===== src/rtl/bsl_pkg.sv =====
/*
 Shared constants and types of the boot strap latch: strap bit positions,
 pull defaults, register offsets, override and status fields.
 Assumes nothing of its surroundings; included by package name only.
*/
package bsl_pkg;

	// Strap vector layout
	localparam int STRAP_W        = 5;
	localparam int BIT_SUPPLY     = 0;
	localparam int BIT_BOOT_SEL   = 1;
	localparam int BIT_BOOT_QUAL  = 2;
	localparam int BIT_LOG_EDGE   = 3;
	localparam int BIT_OUT_EDGE   = 4;

	// Weak pull level of each pin: 1 pull-up, 0 pull-down
	localparam logic [4:0] STRAP_DEFAULT = 5'h1a;

	// Reset cause bits: power-on, slow watchdog, brownout
	localparam int         CAUSE_W         = 3;
	localparam logic [2:0] CAUSE_RECAPTURE = 3'h7;

	// Synchroniser depth
	localparam int SYNC_STAGES_DEF = 2;

	// APB register map
	localparam int          ADDR_W     = 12;
	localparam logic [11:0] OFF_STRAP  = 12'h000;
	localparam logic [11:0] OFF_OVR    = 12'h004;
	localparam logic [11:0] OFF_STATUS = 12'h008;

	// Override register fields
	localparam int         OVR_W          = 5;
	localparam int         OVR_SUPPLY_EN  = 0;
	localparam int         OVR_SUPPLY_VAL = 1;
	localparam int         OVR_SDIO_EN    = 2;
	localparam int         OVR_SAMPLE_VAL = 3;
	localparam int         OVR_OUTPUT_VAL = 4;
	localparam logic [4:0] OVR_RESET      = 5'h00;

	// Status register fields
	localparam int ST_W        = 7;
	localparam int ST_1V8      = 0;
	localparam int ST_DOWNLOAD = 1;
	localparam int ST_RESERVED = 2;
	localparam int ST_LOG      = 3;
	localparam int ST_SAMPLE   = 4;
	localparam int ST_OUTPUT   = 5;
	localparam int ST_VALID    = 6;

	typedef enum logic [1:0] {
		CAP_HOLD = 2'b01,
		CAP_RUN  = 2'b10
	} bsl_cap_state_t;

	typedef enum logic [2:0] {
		SEL_NONE   = 3'b000,
		SEL_STRAP  = 3'b001,
		SEL_OVR    = 3'b010,
		SEL_STATUS = 3'b100
	} bsl_reg_sel_t;

endpackage


===== src/rtl/bsl_strap_cap.sv =====
/*
 Strap capture: follows the synchronised system reset and latches the
 strap pins at its release when the cause calls for a fresh capture.
 Assumes pins and reset level arrive through equal-depth synchronisers.
*/
`timescale 1ns/1ns
module bsl_strap_cap (
	input  wire logic                        core_clk,
	input  wire logic                        rst_b,
	input  wire logic                        sys_rst_act,
	input  wire logic [bsl_pkg::CAUSE_W-1:0] cause,
	input  wire logic [bsl_pkg::STRAP_W-1:0] pins,
	output logic      [bsl_pkg::STRAP_W-1:0] strap_r,
	output logic                             valid_r,
	output logic                             in_reset,
	output logic                             cap_fire
);

	bsl_pkg::bsl_cap_state_t state_r;
	bsl_pkg::bsl_cap_state_t state_nxt;

	// Release with a qualifying cause fires the capture
	always_comb begin
		state_nxt = state_r;
		cap_fire  = 1'b0;
		case (state_r)
			bsl_pkg::CAP_HOLD: begin
				if (!sys_rst_act) begin
					state_nxt = bsl_pkg::CAP_RUN;
					cap_fire  = |(cause & bsl_pkg::CAUSE_RECAPTURE); // [RULE1]
				end
			end
			bsl_pkg::CAP_RUN: begin
				if (sys_rst_act) begin
					state_nxt = bsl_pkg::CAP_HOLD;
				end
			end
			default: begin
				state_nxt = bsl_pkg::CAP_HOLD;
			end
		endcase
	end

	assign in_reset = (state_r == bsl_pkg::CAP_HOLD);

	// State register
	always_ff @(posedge core_clk or negedge rst_b) begin
		if (!rst_b) begin
			state_r <= bsl_pkg::CAP_HOLD;
		end else begin
			state_r <= state_nxt;
		end
	end

	// Strap latch, written only on a capture
	always_ff @(posedge core_clk or negedge rst_b) begin
		if (!rst_b) begin
			strap_r <= bsl_pkg::STRAP_DEFAULT;
			valid_r <= 1'b0;
		end else if (cap_fire) begin // [RULE2]
			strap_r <= pins; // [RULE1]
			valid_r <= 1'b1;
		end
	end

	a_strap_hold: assert property (@(posedge core_clk) disable iff (!rst_b) // [RULE2]
		!cap_fire |=> $stable(strap_r))
		else $error("strap bits changed without a capture");

	a_capture_value: assert property (@(posedge core_clk) disable iff (!rst_b) // [RULE1]
		$fell(sys_rst_act) && (|(cause & bsl_pkg::CAUSE_RECAPTURE)) && in_reset
		|=> strap_r == $past(pins) && valid_r)
		else $error("strap not latched at release");

endmodule


===== src/rtl/bsl_sync.sv =====
/*
 Multi-bit level synchroniser, one flop chain per bit.
 Assumes each bit is a slow level; bits are not guaranteed coherent.
*/
`timescale 1ns/1ns
module bsl_sync #(
	parameter int               WIDTH   = 1,
	parameter int               STAGES  = 2,
	parameter logic [WIDTH-1:0] RST_VAL = '0
) (
	input  wire logic             core_clk,
	input  wire logic             rst_b,
	input  wire logic [WIDTH-1:0] d,
	output logic      [WIDTH-1:0] q
);

	if (STAGES < 2) begin : g_bad
		$error("bsl_sync needs at least two stages");
	end

	// One chain per bit; only the last stage is read
	for (genvar i = 0; i < WIDTH; i++) begin : g_bit
		logic [STAGES-1:0] chain_r;
		always_ff @(posedge core_clk or negedge rst_b) begin
			if (!rst_b) begin
				chain_r <= {STAGES{RST_VAL[i]}};
			end else begin
				chain_r <= {chain_r[STAGES-2:0], d[i]};
			end
		end
		assign q[i] = chain_r[STAGES-1];
	end

endmodule


===== src/rtl/bsl_top.sv =====
/*
 Boot strap latch with APB register access. Samples five strap pins at
 system reset release with a qualifying cause, holds them, and derives boot, supply, log and
 SDIO timing settings, with firmware override of supply and timing.
 Assumes rst_b is the power-domain reset, sys_rst_b and reset_cause come
 from the reset tree asynchronously, and the cause is stable around the
 release. APB runs on core_clk.
*/
// Implementation choices: the register offsets and the APB register port.
// Function
// RULE1: Latch five strap levels on qualifying reset release
// RULE2: Hold strap bits until power down
// RULE3: Software reads all five strap bits
// RULE4: Pins return to normal function after reset
// RULE5: Weak default pulls applied during reset
// RULE6: Board holds wanted levels through reset
// RULE7: Supply bit: 0 selects 3.3 V, 1 1.8 V
// RULE8: Select one flash; both zero download boot
// RULE9: Log bit enables boot log on uart0
// RULE10: Two bits set SDIO sample and output edges
// RULE11: Firmware may override supply and SDIO timing
// RULE12: Select zero, qualifier one: reserved, flash boot
`timescale 1ns/1ns
module bsl_top #(
	parameter int SYNC_STAGES = bsl_pkg::SYNC_STAGES_DEF
) (
	input  wire logic                        core_clk,
	input  wire logic                        rst_b,
	input  wire logic                        sys_rst_b,
	input  wire logic [bsl_pkg::CAUSE_W-1:0] reset_cause,
	input  wire logic [bsl_pkg::STRAP_W-1:0] strap_pin_in,
	output logic      [bsl_pkg::STRAP_W-1:0] pad_func_en,
	output logic      [bsl_pkg::STRAP_W-1:0] pull_up_en,
	output logic      [bsl_pkg::STRAP_W-1:0] pull_dn_en,
	output logic      [bsl_pkg::STRAP_W-1:0] strap_value,
	output logic                             strap_valid,
	output logic                             flash_supply_1v8,
	output logic                             boot_download,
	output logic                             boot_reserved,
	output logic                             uart0_log_en,
	output logic                             sdio_sample_rising,
	output logic                             sdio_output_rising,
	input  wire logic                        psel,
	input  wire logic                        penable,
	input  wire logic                        pwrite,
	input  wire logic [bsl_pkg::ADDR_W-1:0]  paddr,
	input  wire logic [31:0]                 pwdata,
	input  wire logic [3:0]                  pstrb,
	output logic      [31:0]                 prdata,
	output logic                             pready,
	output logic                             pslverr
);

	if (SYNC_STAGES < 2) begin : g_bad
		$error("bsl_top needs SYNC_STAGES of two or more");
	end

	localparam logic [bsl_pkg::CAUSE_W:0] RST_SYNC_INIT = '0;

	logic [bsl_pkg::STRAP_W-1:0] pins_s;
	logic [bsl_pkg::CAUSE_W:0]   rst_s;
	logic                        sys_rst_act;
	logic [bsl_pkg::STRAP_W-1:0] strap_r;
	logic                        valid_r;
	logic                        in_reset;
	logic                        cap_fire;
	logic [bsl_pkg::OVR_W-1:0]   ovr_r;
	logic [bsl_pkg::ST_W-1:0]    status_r;
	logic [bsl_pkg::ST_W-1:0]    status_nxt;
	logic [bsl_pkg::STRAP_W-1:0] pull_up_r;
	logic [bsl_pkg::STRAP_W-1:0] pull_dn_r;
	logic [bsl_pkg::STRAP_W-1:0] func_r;
	logic [31:0]                 prdata_r;
	logic                        err_r;
	logic                        setup;
	logic                        wr_take;
	bsl_pkg::bsl_reg_sel_t       sel_now;

	// Address decode shared by read and write paths
	function automatic bsl_pkg::bsl_reg_sel_t reg_sel(
		input logic [bsl_pkg::ADDR_W-1:0] addr
	);
		bsl_pkg::bsl_reg_sel_t s;
		if (addr == bsl_pkg::OFF_STRAP) begin
			s = bsl_pkg::SEL_STRAP;
		end else if (addr == bsl_pkg::OFF_OVR) begin
			s = bsl_pkg::SEL_OVR;
		end else if (addr == bsl_pkg::OFF_STATUS) begin
			s = bsl_pkg::SEL_STATUS;
		end else begin
			s = bsl_pkg::SEL_NONE;
		end
		return s;
	endfunction

	// Pins from the pads, defaults while rst_b is low
	bsl_sync #(
		.WIDTH   (bsl_pkg::STRAP_W),
		.STAGES  (SYNC_STAGES),
		.RST_VAL (bsl_pkg::STRAP_DEFAULT)
	) u_pin_sync (
		.core_clk (core_clk),
		.rst_b    (rst_b),
		.d        (strap_pin_in),
		.q        (pins_s)
	);

	// Reset level and cause, same depth as the pins
	bsl_sync #(
		.WIDTH   (bsl_pkg::CAUSE_W + 1),
		.STAGES  (SYNC_STAGES),
		.RST_VAL (RST_SYNC_INIT)
	) u_rst_sync (
		.core_clk (core_clk),
		.rst_b    (rst_b),
		.d        ({sys_rst_b, reset_cause}),
		.q        (rst_s)
	);

	assign sys_rst_act = !rst_s[bsl_pkg::CAUSE_W];

	// Capture engine
	bsl_strap_cap u_cap (
		.core_clk    (core_clk),
		.rst_b       (rst_b),
		.sys_rst_act (sys_rst_act),
		.cause       (rst_s[bsl_pkg::CAUSE_W-1:0]),
		.pins        (pins_s),
		.strap_r     (strap_r),
		.valid_r     (valid_r),
		.in_reset    (in_reset),
		.cap_fire    (cap_fire)
	);

	// Pulls on and pad function off while in reset
	always_ff @(posedge core_clk or negedge rst_b) begin
		if (!rst_b) begin
			pull_up_r <= bsl_pkg::STRAP_DEFAULT;
			pull_dn_r <= ~bsl_pkg::STRAP_DEFAULT;
			func_r    <= '0;
		end else if (sys_rst_act) begin
			pull_up_r <= bsl_pkg::STRAP_DEFAULT; // [RULE5]
			pull_dn_r <= ~bsl_pkg::STRAP_DEFAULT; // [RULE5]
			func_r    <= '0;
		end else begin
			pull_up_r <= '0;
			pull_dn_r <= '0;
			func_r    <= '1; // [RULE4]
		end
	end

	assign pull_up_en  = pull_up_r;
	assign pull_dn_en  = pull_dn_r;
	assign pad_func_en = func_r;
	assign strap_value = strap_r;
	assign strap_valid = valid_r;

	// Effective settings from straps and overrides
	always_comb begin
		status_nxt = '0;
		status_nxt[bsl_pkg::ST_1V8] = ovr_r[bsl_pkg::OVR_SUPPLY_EN] ?
			ovr_r[bsl_pkg::OVR_SUPPLY_VAL] : strap_r[bsl_pkg::BIT_SUPPLY]; // [RULE7] [RULE11]
		status_nxt[bsl_pkg::ST_DOWNLOAD] = !strap_r[bsl_pkg::BIT_BOOT_SEL] &&
			!strap_r[bsl_pkg::BIT_BOOT_QUAL]; // [RULE8]
		status_nxt[bsl_pkg::ST_RESERVED] = !strap_r[bsl_pkg::BIT_BOOT_SEL] &&
			strap_r[bsl_pkg::BIT_BOOT_QUAL]; // [RULE12]
		status_nxt[bsl_pkg::ST_LOG] = strap_r[bsl_pkg::BIT_LOG_EDGE]; // [RULE9]
		status_nxt[bsl_pkg::ST_SAMPLE] = ovr_r[bsl_pkg::OVR_SDIO_EN] ?
			ovr_r[bsl_pkg::OVR_SAMPLE_VAL] : strap_r[bsl_pkg::BIT_LOG_EDGE]; // [RULE10] [RULE11]
		status_nxt[bsl_pkg::ST_OUTPUT] = ovr_r[bsl_pkg::OVR_SDIO_EN] ?
			ovr_r[bsl_pkg::OVR_OUTPUT_VAL] : strap_r[bsl_pkg::BIT_OUT_EDGE]; // [RULE10] [RULE11]
		status_nxt[bsl_pkg::ST_VALID] = valid_r;
	end

	// Settings register
	always_ff @(posedge core_clk or negedge rst_b) begin
		if (!rst_b) begin
			status_r <= '0;
		end else begin
			status_r <= status_nxt;
		end
	end

	assign flash_supply_1v8   = status_r[bsl_pkg::ST_1V8];
	assign boot_download      = status_r[bsl_pkg::ST_DOWNLOAD];
	assign boot_reserved      = status_r[bsl_pkg::ST_RESERVED];
	assign uart0_log_en       = status_r[bsl_pkg::ST_LOG];
	assign sdio_sample_rising = status_r[bsl_pkg::ST_SAMPLE];
	assign sdio_output_rising = status_r[bsl_pkg::ST_OUTPUT];

	// APB phases
	assign setup   = psel && !penable;
	assign sel_now = reg_sel(paddr);
	assign wr_take = psel && penable && pwrite && pstrb[0] && !sys_rst_act &&
		(sel_now == bsl_pkg::SEL_OVR);
	assign pready  = 1'b1;
	assign prdata  = prdata_r;
	assign pslverr = psel && penable && err_r;

	// Override register, cleared while the system is held
	always_ff @(posedge core_clk or negedge rst_b) begin
		if (!rst_b) begin
			ovr_r <= bsl_pkg::OVR_RESET;
		end else if (sys_rst_act) begin
			ovr_r <= bsl_pkg::OVR_RESET;
		end else if (wr_take) begin
			ovr_r <= pwdata[bsl_pkg::OVR_W-1:0]; // [RULE11]
		end
	end

	// Read data and error loaded in the setup cycle
	always_ff @(posedge core_clk or negedge rst_b) begin
		if (!rst_b) begin
			prdata_r <= '0;
			err_r    <= 1'b0;
		end else if (setup) begin
			prdata_r <= '0;
			err_r    <= 1'b0;
			if (sel_now == bsl_pkg::SEL_STRAP) begin
				prdata_r[bsl_pkg::STRAP_W-1:0] <= strap_r; // [RULE3]
				err_r <= pwrite;
			end else if (sel_now == bsl_pkg::SEL_OVR) begin
				prdata_r[bsl_pkg::OVR_W-1:0] <= ovr_r;
			end else if (sel_now == bsl_pkg::SEL_STATUS) begin
				prdata_r[bsl_pkg::ST_W-1:0] <= status_r;
				err_r <= pwrite;
			end else begin
				err_r <= 1'b1;
			end
		end
	end

	a_strap_readback: assert property (@(posedge core_clk) disable iff (!rst_b) // [RULE3]
		setup && !pwrite && sel_now == bsl_pkg::SEL_STRAP && !cap_fire
		##1 psel && penable |-> prdata[bsl_pkg::STRAP_W-1:0] == strap_value)
		else $error("strap read data wrong");

	a_pull_default: assert property (@(posedge core_clk) disable iff (!rst_b) // [RULE5]
		sys_rst_act && $past(sys_rst_act) |-> pull_up_en == bsl_pkg::STRAP_DEFAULT
		&& pull_dn_en == ~bsl_pkg::STRAP_DEFAULT && pad_func_en == '0)
		else $error("pulls wrong during reset");

	a_pad_release: assert property (@(posedge core_clk) disable iff (!rst_b) // [RULE4]
		$fell(sys_rst_act) |=> pad_func_en == '1 && pull_up_en == '0 && pull_dn_en == '0)
		else $error("pads not returned after release");

	// Settings follow the straps or overrides one cycle later
	a_supply_sel: assert property (@(posedge core_clk) disable iff (!rst_b) // [RULE7]
		!sys_rst_act && !ovr_r[bsl_pkg::OVR_SUPPLY_EN]
		|=> flash_supply_1v8 == $past(strap_value[bsl_pkg::BIT_SUPPLY]))
		else $error("supply select does not follow strap");

	a_boot_mode: assert property (@(posedge core_clk) disable iff (!rst_b) // [RULE8]
		!sys_rst_act |=> boot_download == (!$past(strap_value[bsl_pkg::BIT_BOOT_SEL]) &&
		!$past(strap_value[bsl_pkg::BIT_BOOT_QUAL])))
		else $error("boot mode decode wrong");

	a_boot_reserved: assert property (@(posedge core_clk) disable iff (!rst_b) // [RULE12]
		!sys_rst_act |=> boot_reserved == (!$past(strap_value[bsl_pkg::BIT_BOOT_SEL]) &&
		$past(strap_value[bsl_pkg::BIT_BOOT_QUAL])) && !(boot_reserved && boot_download))
		else $error("reserved combination not flash boot");

	a_log_enable: assert property (@(posedge core_clk) disable iff (!rst_b) // [RULE9]
		cap_fire ##1 1'b1 |=> uart0_log_en == strap_value[bsl_pkg::BIT_LOG_EDGE])
		else $error("log enable does not follow strap");

	a_sdio_timing: assert property (@(posedge core_clk) disable iff (!rst_b) // [RULE10]
		!sys_rst_act && !ovr_r[bsl_pkg::OVR_SDIO_EN] |=>
		sdio_sample_rising == $past(strap_value[bsl_pkg::BIT_LOG_EDGE]) &&
		sdio_output_rising == $past(strap_value[bsl_pkg::BIT_OUT_EDGE]))
		else $error("sdio edges do not follow strap");

	a_ovr_write: assert property (@(posedge core_clk) disable iff (!rst_b) // [RULE11]
		wr_take && pwdata[bsl_pkg::OVR_SUPPLY_EN] && !cap_fire ##1 !sys_rst_act
		|=> flash_supply_1v8 == $past(pwdata[bsl_pkg::OVR_SUPPLY_VAL], 2))
		else $error("supply override not applied");

	// Pads stay with the strap logic while held
	a_pads_held: assert property (@(posedge core_clk) disable iff (!rst_b) // [RULE4]
		in_reset |-> pad_func_en == '0)
		else $error("pads released while held");

	// Override cleared by system reset, ignored without byte strobe
	a_ovr_clear: assert property (@(posedge core_clk) disable iff (!rst_b) // [RULE11]
		sys_rst_act |=> ovr_r == bsl_pkg::OVR_RESET)
		else $error("override not cleared in system reset");

	a_strb_ignored: assert property (@(posedge core_clk) disable iff (!rst_b) // [RULE11]
		psel && penable && pwrite && !pstrb[0] && !sys_rst_act |=> ovr_r == $past(ovr_r))
		else $error("override written without strobe");

	// Refused accesses answer with an error
	a_ro_write_err: assert property (@(posedge core_clk) disable iff (!rst_b) // [RULE2]
		setup && pwrite && sel_now != bsl_pkg::SEL_OVR ##1 psel && penable |-> pslverr)
		else $error("read-only write not refused");

	a_unmapped_read: assert property (@(posedge core_clk) disable iff (!rst_b) // [RULE3]
		setup && !pwrite && sel_now == bsl_pkg::SEL_NONE ##1 psel && penable
		|-> pslverr && prdata == 32'h0)
		else $error("unmapped read not refused");

endmodule

===== config.mk =====
export PLATFORM = sky130hd
export DESIGN_NAME = bsl_top
export DESIGN_NICKNAME = d
export VERILOG_FILES = /design/src/rtl/bsl_pkg.sv /design/src/rtl/bsl_strap_cap.sv /design/src/rtl/bsl_sync.sv /design/src/rtl/bsl_top.sv
export SDC_FILE = /design/constraint.sdc
export NUM_CORES = 1
export LEC_CHECK = 0
export ABC_AREA = 0
export BUFFER_PORTS_ARGS = -buffer_cell sky130_fd_sc_hd__buf_2
export CORE_ASPECT_RATIO = 0.8
export CORE_UTILIZATION = 31
export DETAILED_ROUTE_END_ITERATION = 7
export GPL_ROUTABILITY_DRIVEN = 0
export HOLD_SLACK_MARGIN = 0.03
export SYNTH_ARGS = -nofsm -noshare
export SYNTH_HDL_FRONTEND = slang
export SYNTH_SLANG_ARGS = --single-unit

===== constraint.sdc =====
create_clock -name core_clk -period 1.95 [get_ports core_clk]
set_clock_uncertainty 0.15 [all_clocks]
set_input_delay 0.585 -clock core_clk [delete_from_list [all_inputs] [get_ports core_clk]]
set_output_delay 0.585 -clock core_clk [all_outputs]
set_load 0.005 [all_outputs]

==> results.sh, run 1 <==
export IMPL_outcome="complete, no violations"
export IMPL_fillers=662
export IMPL_ios=123
export IMPL_layout_nets=299
export IMPL_drc=0
export IMPL_yosysWarningCount=0
export IMPL_cp_slowest_cell="dfstp_2"
export IMPL_min_period_ns=1.73
export IMPL_ctsRootBufferMaster="clkbuf_8"
export IMPL_max_cap_violations=0
export IMPL_rsz0062_at_grt="no"
export IMPL_totalWireLength_mm=3.72
export IMPL_portBuffers=61
export IMPL_register_area_um2=1210
export IMPL_worstPathArrival_ns=1.00
export IMPL_cp_start_kind="register"
export IMPL_crit_path_cell_trace="buf_2"
export IMPL_yosys_area_share_adder=0
export IMPL_synth_simple_area_share=0.151
export IMPL_rows=26
export IMPL_leakagePower_uw=0.00121
export IMPL_core_um2=6510
export IMPL_yosysSeqAreaShare=0.571
export IMPL_post_dp_hpwl_mm=2.81
export IMPL_ctsHtreeMaxLevel=2
export IMPL_startpoint="u_cap.strap_r[1]$_DFFE_PN1P_"
export IMPL_insertion_delay_ns=0.30
export IMPL_cts_hold_buffers=0
export IMPL_syn2layout_area_growth_pct=15.6
export IMPL_drt_initial_drc_count=39
export IMPL_first_pass_iters=4
export IMPL_clk_pin_slew_ns=0.09
export IMPL_whs_ns=0.0479
export IMPL_synth_area_leaders="dfrtp_1 44%, buf_4 14%, dfstp_2 14%"
export IMPL_via_per_inst=4.09
export IMPL_cts_buffers=5
export IMPL_vias=1316
export IMPL_grt_pass1_vias=1282
export IMPL_worstPathRequired_ns=1.21
export IMPL_track_usage=0.106
export IMPL_power_total_uw=2360
export IMPL_post_route_period_util=0.890
export IMPL_tns_ns=0
export IMPL_slew_violations=0
export IMPL_path_delay_family="flip-flops"
export IMPL_synth_top_area_share=0.435
export IMPL_crit_buf_inv=1
export IMPL_wl_per_cell_um=11.6
export IMPL_endpoint_kind="primary output"
export IMPL_syn_cell_area_um2=2130
export IMPL_r2r_start="u_cap.state_r[0]$_DFFE_PN1P_"
export IMPL_synth_top_family_by_area="buffers and inverters"
export IMPL_die_x_um=94.6
export IMPL_clock_sinks=48
export IMPL_postSynthCellCount=180
export IMPL_multi_input_area_um2=686
export IMPL_grt_overflow=0
export IMPL_p_per_area_nw_per_um2=961
export IMPL_grt_pass1_wl_mm=5.93
export IMPL_timing_fmax_mhz=576
export IMPL_crit_fanout=5
export IMPL_finalHoldViolCount=0
export IMPL_synthXorXnorAreaFrac=0.00412
export IMPL_yosysTopAreaCell="dfrtp_1"
export IMPL_vdd_drop_max_mv=0.574
export IMPL_cts_max_path_buffers=2
export IMPL_final_instance_count_excl_fill=322
export IMPL_post_cts_resized=0
export IMPL_ys_ff_latch=48
export IMPL_grt_antenna_before_repair=0
export IMPL_design_die_area_um2=7200
export IMPL_n_antenna_cell=0
export IMPL_layout_drive_gt1_share=0.412
export IMPL_setup_viol=0
export IMPL_synth_compound_area_share=0.0418
export IMPL_path_class="reg2out"
export IMPL_synth_mux_area_frac=0.0706
export IMPL_yosys_cell_types_count=32
export IMPL_dp_cells=314
export IMPL_drtAntennaViolNets=0
export IMPL_die_h_um=76.1
export IMPL_critPathMaxStageDelay_ns=0.58
export IMPL_syn_area_per_cell_um2=11.8
export IMPL_cts_tree="yes"
export IMPL_start_util=0.327
export IMPL_hold_class="in2async"
export IMPL_cts_setup_buffers=0
export IMPL_grt_max_degree=32
-- final timing paths --
kind	endpoint	slack, ns	depth (start not counted)
setup / recovery	strap_value[1]	0.22	1
max in group asynchronous	pull_dn_en[0]$_DFF_PN1_	1.03	2
hold / removal	u_rst_sync.g_bit[1].chain_r[0]$_DFF_PN0_	0.05	1
setup reg to reg	u_cap.strap_r[2]$_DFFE_PN0P_	0.36	3
hold reg to reg	u_rst_sync.g_bit[0].chain_r[1]$_DFF_PN0_	0.20	0
min in group core_clk	u_rst_sync.g_bit[0].chain_r[1]$_DFF_PN0_	0.20	0
-- cells in the mapped netlist --
cell,n
a41oi_1,1
nand2b_1,6
and4b_1,1
nand4_2,1
dfrtp_1,37
a21oi_1,5
nand2_1,21
conb_1,2
nor2b_1,8
o31ai_1,5
buf_1,1
inv_1,3
dfstp_2,11
buf_4,40
xor2_1,1
and3_1,1
buf_2,1
clkbuf_1,1
mux2_2,8
nor3_1,1
nand4_1,1
o21ai_0,2
mux2i_1,6
nor2_1,7
or4_4,1
nor3_2,1
nor4bb_1,1
buf_6,1
a21o_1,1
nor4_4,2
or2_2,1
and4_1,1
-- per-layer routing --
layer / part of all wire / track usage
met5: 0 / 0
met2: 0.46 / 0.165
met3: 0.075 / 0.0389
met1: 0.45 / 0.133
met4: 0.0097 / 0.0409
-- layout by cell type, fill, tap and decap left out, types with 5 or more instances in the layout --
master | synthesis | routed
buf_2 | 1 | 61
dfrtp_1 | 37 | 37
conb_1 | 2 | 31
nand2_1 | 21 | 21
dfstp_2 | 11 | 11
mux2_2 | 8 | 8
nor2b_1 | 8 | 8
nor2_1 | 7 | 7
mux2i_1 | 6 | 6
nand2b_1 | 6 | 6
a21oi_1 | 5 | 5
o31ai_1 | 5 | 5
clkbuf_8 | 0 | 5
-- flip-flops by register name (all words and copies together) (netlist names) --
name                      cells
err_r                         1
ovr_r                         5
pad_func_en                   1
prdata                        7
pull_dn_en                    1
status_r                      7
u_cap.state_r                 2
u_cap.strap_r                 5
u_cap.valid_r                 1
u_pin_sync.g_bit.chain_r     10
u_rst_sync.g_bit.chain_r      8
-- power by group --
group	internal [uW]	switching (uW)	total (uW)	leakage [uW]
registers	1190	120	1310	0.000573
logic	245	209	453	0.000591
clock network	264	338	601	0.0000491
total	1700	667	2360	0.00121
-- through the flow --
stage	util	cell area (um^2)	worst slack, ns
6_report	0.378	2460	0.215
5_1_grt	0.378	2460	0.158
4_1_cts	0.378	2460	0.200
3_5_place_dp	0.363	2360	0.0316
3_3_place_gp	0.363	2360	0.0550
2_1_floorplan	-	2240	0.303
-- cells by family after synthesis --
logic type | after synthesis
buf+inv | 47
mux | 14
flops | 48
xor+xnor | 1
other cells | 2
simple gates | 54
compound gates | 14
-- final cells by class --
type                            count  area share
Clock buffer                        5      0.0280
Tap cell                           84      0.0427
Clock inverter                      3      0.0107
Sequential cell                    48       0.494
Multi-Input combinational cell    114       0.279
Inverter                            3     0.00458
Timing Repair Buffer               65       0.141
Note: power is estimated with default switching activity, not from simulation.
==> run 2, diff against run 1 <==
PLACE_DENSITY = 0.58   (was not set)
clock period = 1.85 ns   (was 1.95 ns; I/O delays follow)
==> results.sh, run 2 (synthesis results as in run 1) <==
export IMPL_largest_reg_flops=10
export IMPL_seqPwrFrac=0.556
export IMPL_track_usage=0.111
export IMPL_worstPathRequired_ns=1.14
export IMPL_layout_drive_gt1_share=0.406
export IMPL_pre_cts_slack_ns=-0.0424
export IMPL_crit_cells=1
export IMPL_cts_max_path_buffers=2
export IMPL_worstPathArrival_ns=1.00
export IMPL_final_common_cell="buf_2"
export IMPL_outcome="complete, no violations"
export IMPL_post_cts_resized=0
export IMPL_tns_ns=0
export IMPL_cts_setup_buffers=0
export IMPL_ctsRootBufferMaster="clkbuf_8"
export IMPL_p_per_area_nw_per_um2=1010
export IMPL_multi_input_area_um2=686
export IMPL_design_die_area_um2=7200
export IMPL_grt_antenna_before_repair=0
export IMPL_timing_fmax_mhz=586
export IMPL_final_setup_worst_slack_ns=0.144
export IMPL_cts_buffers=5
export IMPL_vdd_drop_max_mv=0.596
export IMPL_crit_buf_inv=1
export IMPL_drt_initial_drc_count=74
export IMPL_grt_pass1_vias=1258
export IMPL_reg2regPathDepth=4
export IMPL_ios=123
export IMPL_leakagePower_uw=0.00121
export IMPL_clock_sinks=48
export IMPL_totalWireLength_mm=3.77
export IMPL_max_cap_violations=0
export IMPL_cts_hold_buffers=0
export IMPL_layout_nets=300
export IMPL_post_dp_cell_area_um2=2370
export IMPL_post_route_period_util=0.922
export IMPL_crit_fanout=5
export IMPL_first_pass_iters=4
export IMPL_min_period_ns=1.71
export IMPL_setup_viol=0
export IMPL_start_util=0.327
export IMPL_wl_per_cell_um=11.7
export IMPL_cp_slowest_cell="dfstp_2"
export IMPL_top_regs="u_pin_sync.g_bit.chain_r: 10 flops, u_rst_sync.g_bit.chain_r: 8 flops"
export IMPL_vias=1329
export IMPL_insertion_delay_ns=0.30
export IMPL_cp_start_kind="register"
export IMPL_final_cell_area_um2=2460
export IMPL_hold_class="in2async"
export IMPL_via_per_inst=4.11
export IMPL_n_antenna_cell=0
export IMPL_final_core_util=0.378
export IMPL_p_sw_uw=663
export IMPL_p_sw_frac=0.266
export IMPL_p_int_uw=1820
export IMPL_core_um2=6510
export IMPL_cts_tree="yes"
export IMPL_die_x_um=94.6
export IMPL_die_h_um=76.1
export IMPL_dp_cells=315
export IMPL_final_instance_count_excl_fill=323
export IMPL_power_frac_comb=0.195
export IMPL_rsz0062_at_grt="no"
export IMPL_drtAntennaViolNets=0
export IMPL_drc=0
export IMPL_register_area_um2=1210
export IMPL_rows=26
export IMPL_fillers=653
export IMPL_final_cell_mix="61 x buf_2, 37 x dfrtp_1, 31 x conb_1"
export IMPL_ctsHtreeMaxLevel=2
export IMPL_regMostFlops="u_pin_sync.g_bit.chain_r"
export IMPL_grt_overflow=0
export IMPL_grt_max_degree=49
export IMPL_syn2layout_area_growth_pct=15.8
export IMPL_portBuffers=61
export IMPL_clk_pin_slew_ns=0.08
export IMPL_critPathMaxStageDelay_ns=0.58
export IMPL_crit_path_cell_trace="buf_2"
export IMPL_path_class="reg2out"
export IMPL_path_delay_family="flip-flops"
export IMPL_grt_pass1_wl_mm=6.02
export IMPL_finalHoldViolCount=0
export IMPL_post_dp_hpwl_mm=2.84
export IMPL_slew_violations=0
export IMPL_endpoint_kind="primary output"
export IMPL_clkPwrFrac=0.249
-- run 2: final timing paths --
path | end | slack (ns) | start
worst max-delay path | strap_value[3] | 0.14 | u_cap.strap_r[3]$_DFFE_PN1P_
worst min-delay path | u_rst_sync.g_bit[1].chain_r[0]$_DFF_PN0_ | 0.07 | rst_b
worst max register to register | u_cap.strap_r[2]$_DFFE_PN0P_ | 0.40 | u_cap.state_r[0]$_DFFE_PN1P_
worst min register to register | u_pin_sync.g_bit[0].chain_r[1]$_DFF_PN0_ | 0.20 | u_pin_sync.g_bit[0].chain_r[0]$_DFF_PN0_
max in group asynchronous | u_cap.strap_r[1]$_DFFE_PN1P_ | 1.20 | rst_b
min in group core_clk | u_pin_sync.g_bit[0].chain_r[1]$_DFF_PN0_ | 0.20 | u_pin_sync.g_bit[0].chain_r[0]$_DFF_PN0_
-- run 2: area by class of cell --
type	instances	area share
timing repair buffer	66	0.144
sequential	48	0.493
inverter	3	0.00457
tap	84	0.0427
clock buffer	8	0.0366
multi-input combinational	114	0.278
-- run 2: stage by stage --
step | total power [uW] | hold slack [ns]
2_1_floorplan | 1690 | 0.109
3_3_place_gp | 1890 | 0.182
3_5_place_dp | 1900 | 0.185
4_1_cts | 2530 | 0.0818
5_1_grt | 2640 | 0.0845
6_report | 2490 | 0.0730
-- run 2: routing by layer --
| metal | global-route usage | vias to the layer above | share of wire |
|---|---|---|---|
| li1 | - | 633 | - |
| met3 | 0.0309 | 8 | 0.073 |
| met5 | 0 | - | 0 |
| met2 | 0.169 | 61 | 0.47 |
| met1 | 0.143 | 627 | 0.43 |
| met4 | 0.0545 | 0 | 0.020 |
-- run 2: power groups by stage --
stage	Combinational [uW]	Clock [uW]	Sequential, uW
4_1_cts	499	645	1390
6_report	485	620	1380
3_3_place_gp	488	0	1400
5_1_grt	548	682	1410
2_1_floorplan	305	0	1380
3_5_place_dp	495	0	1410
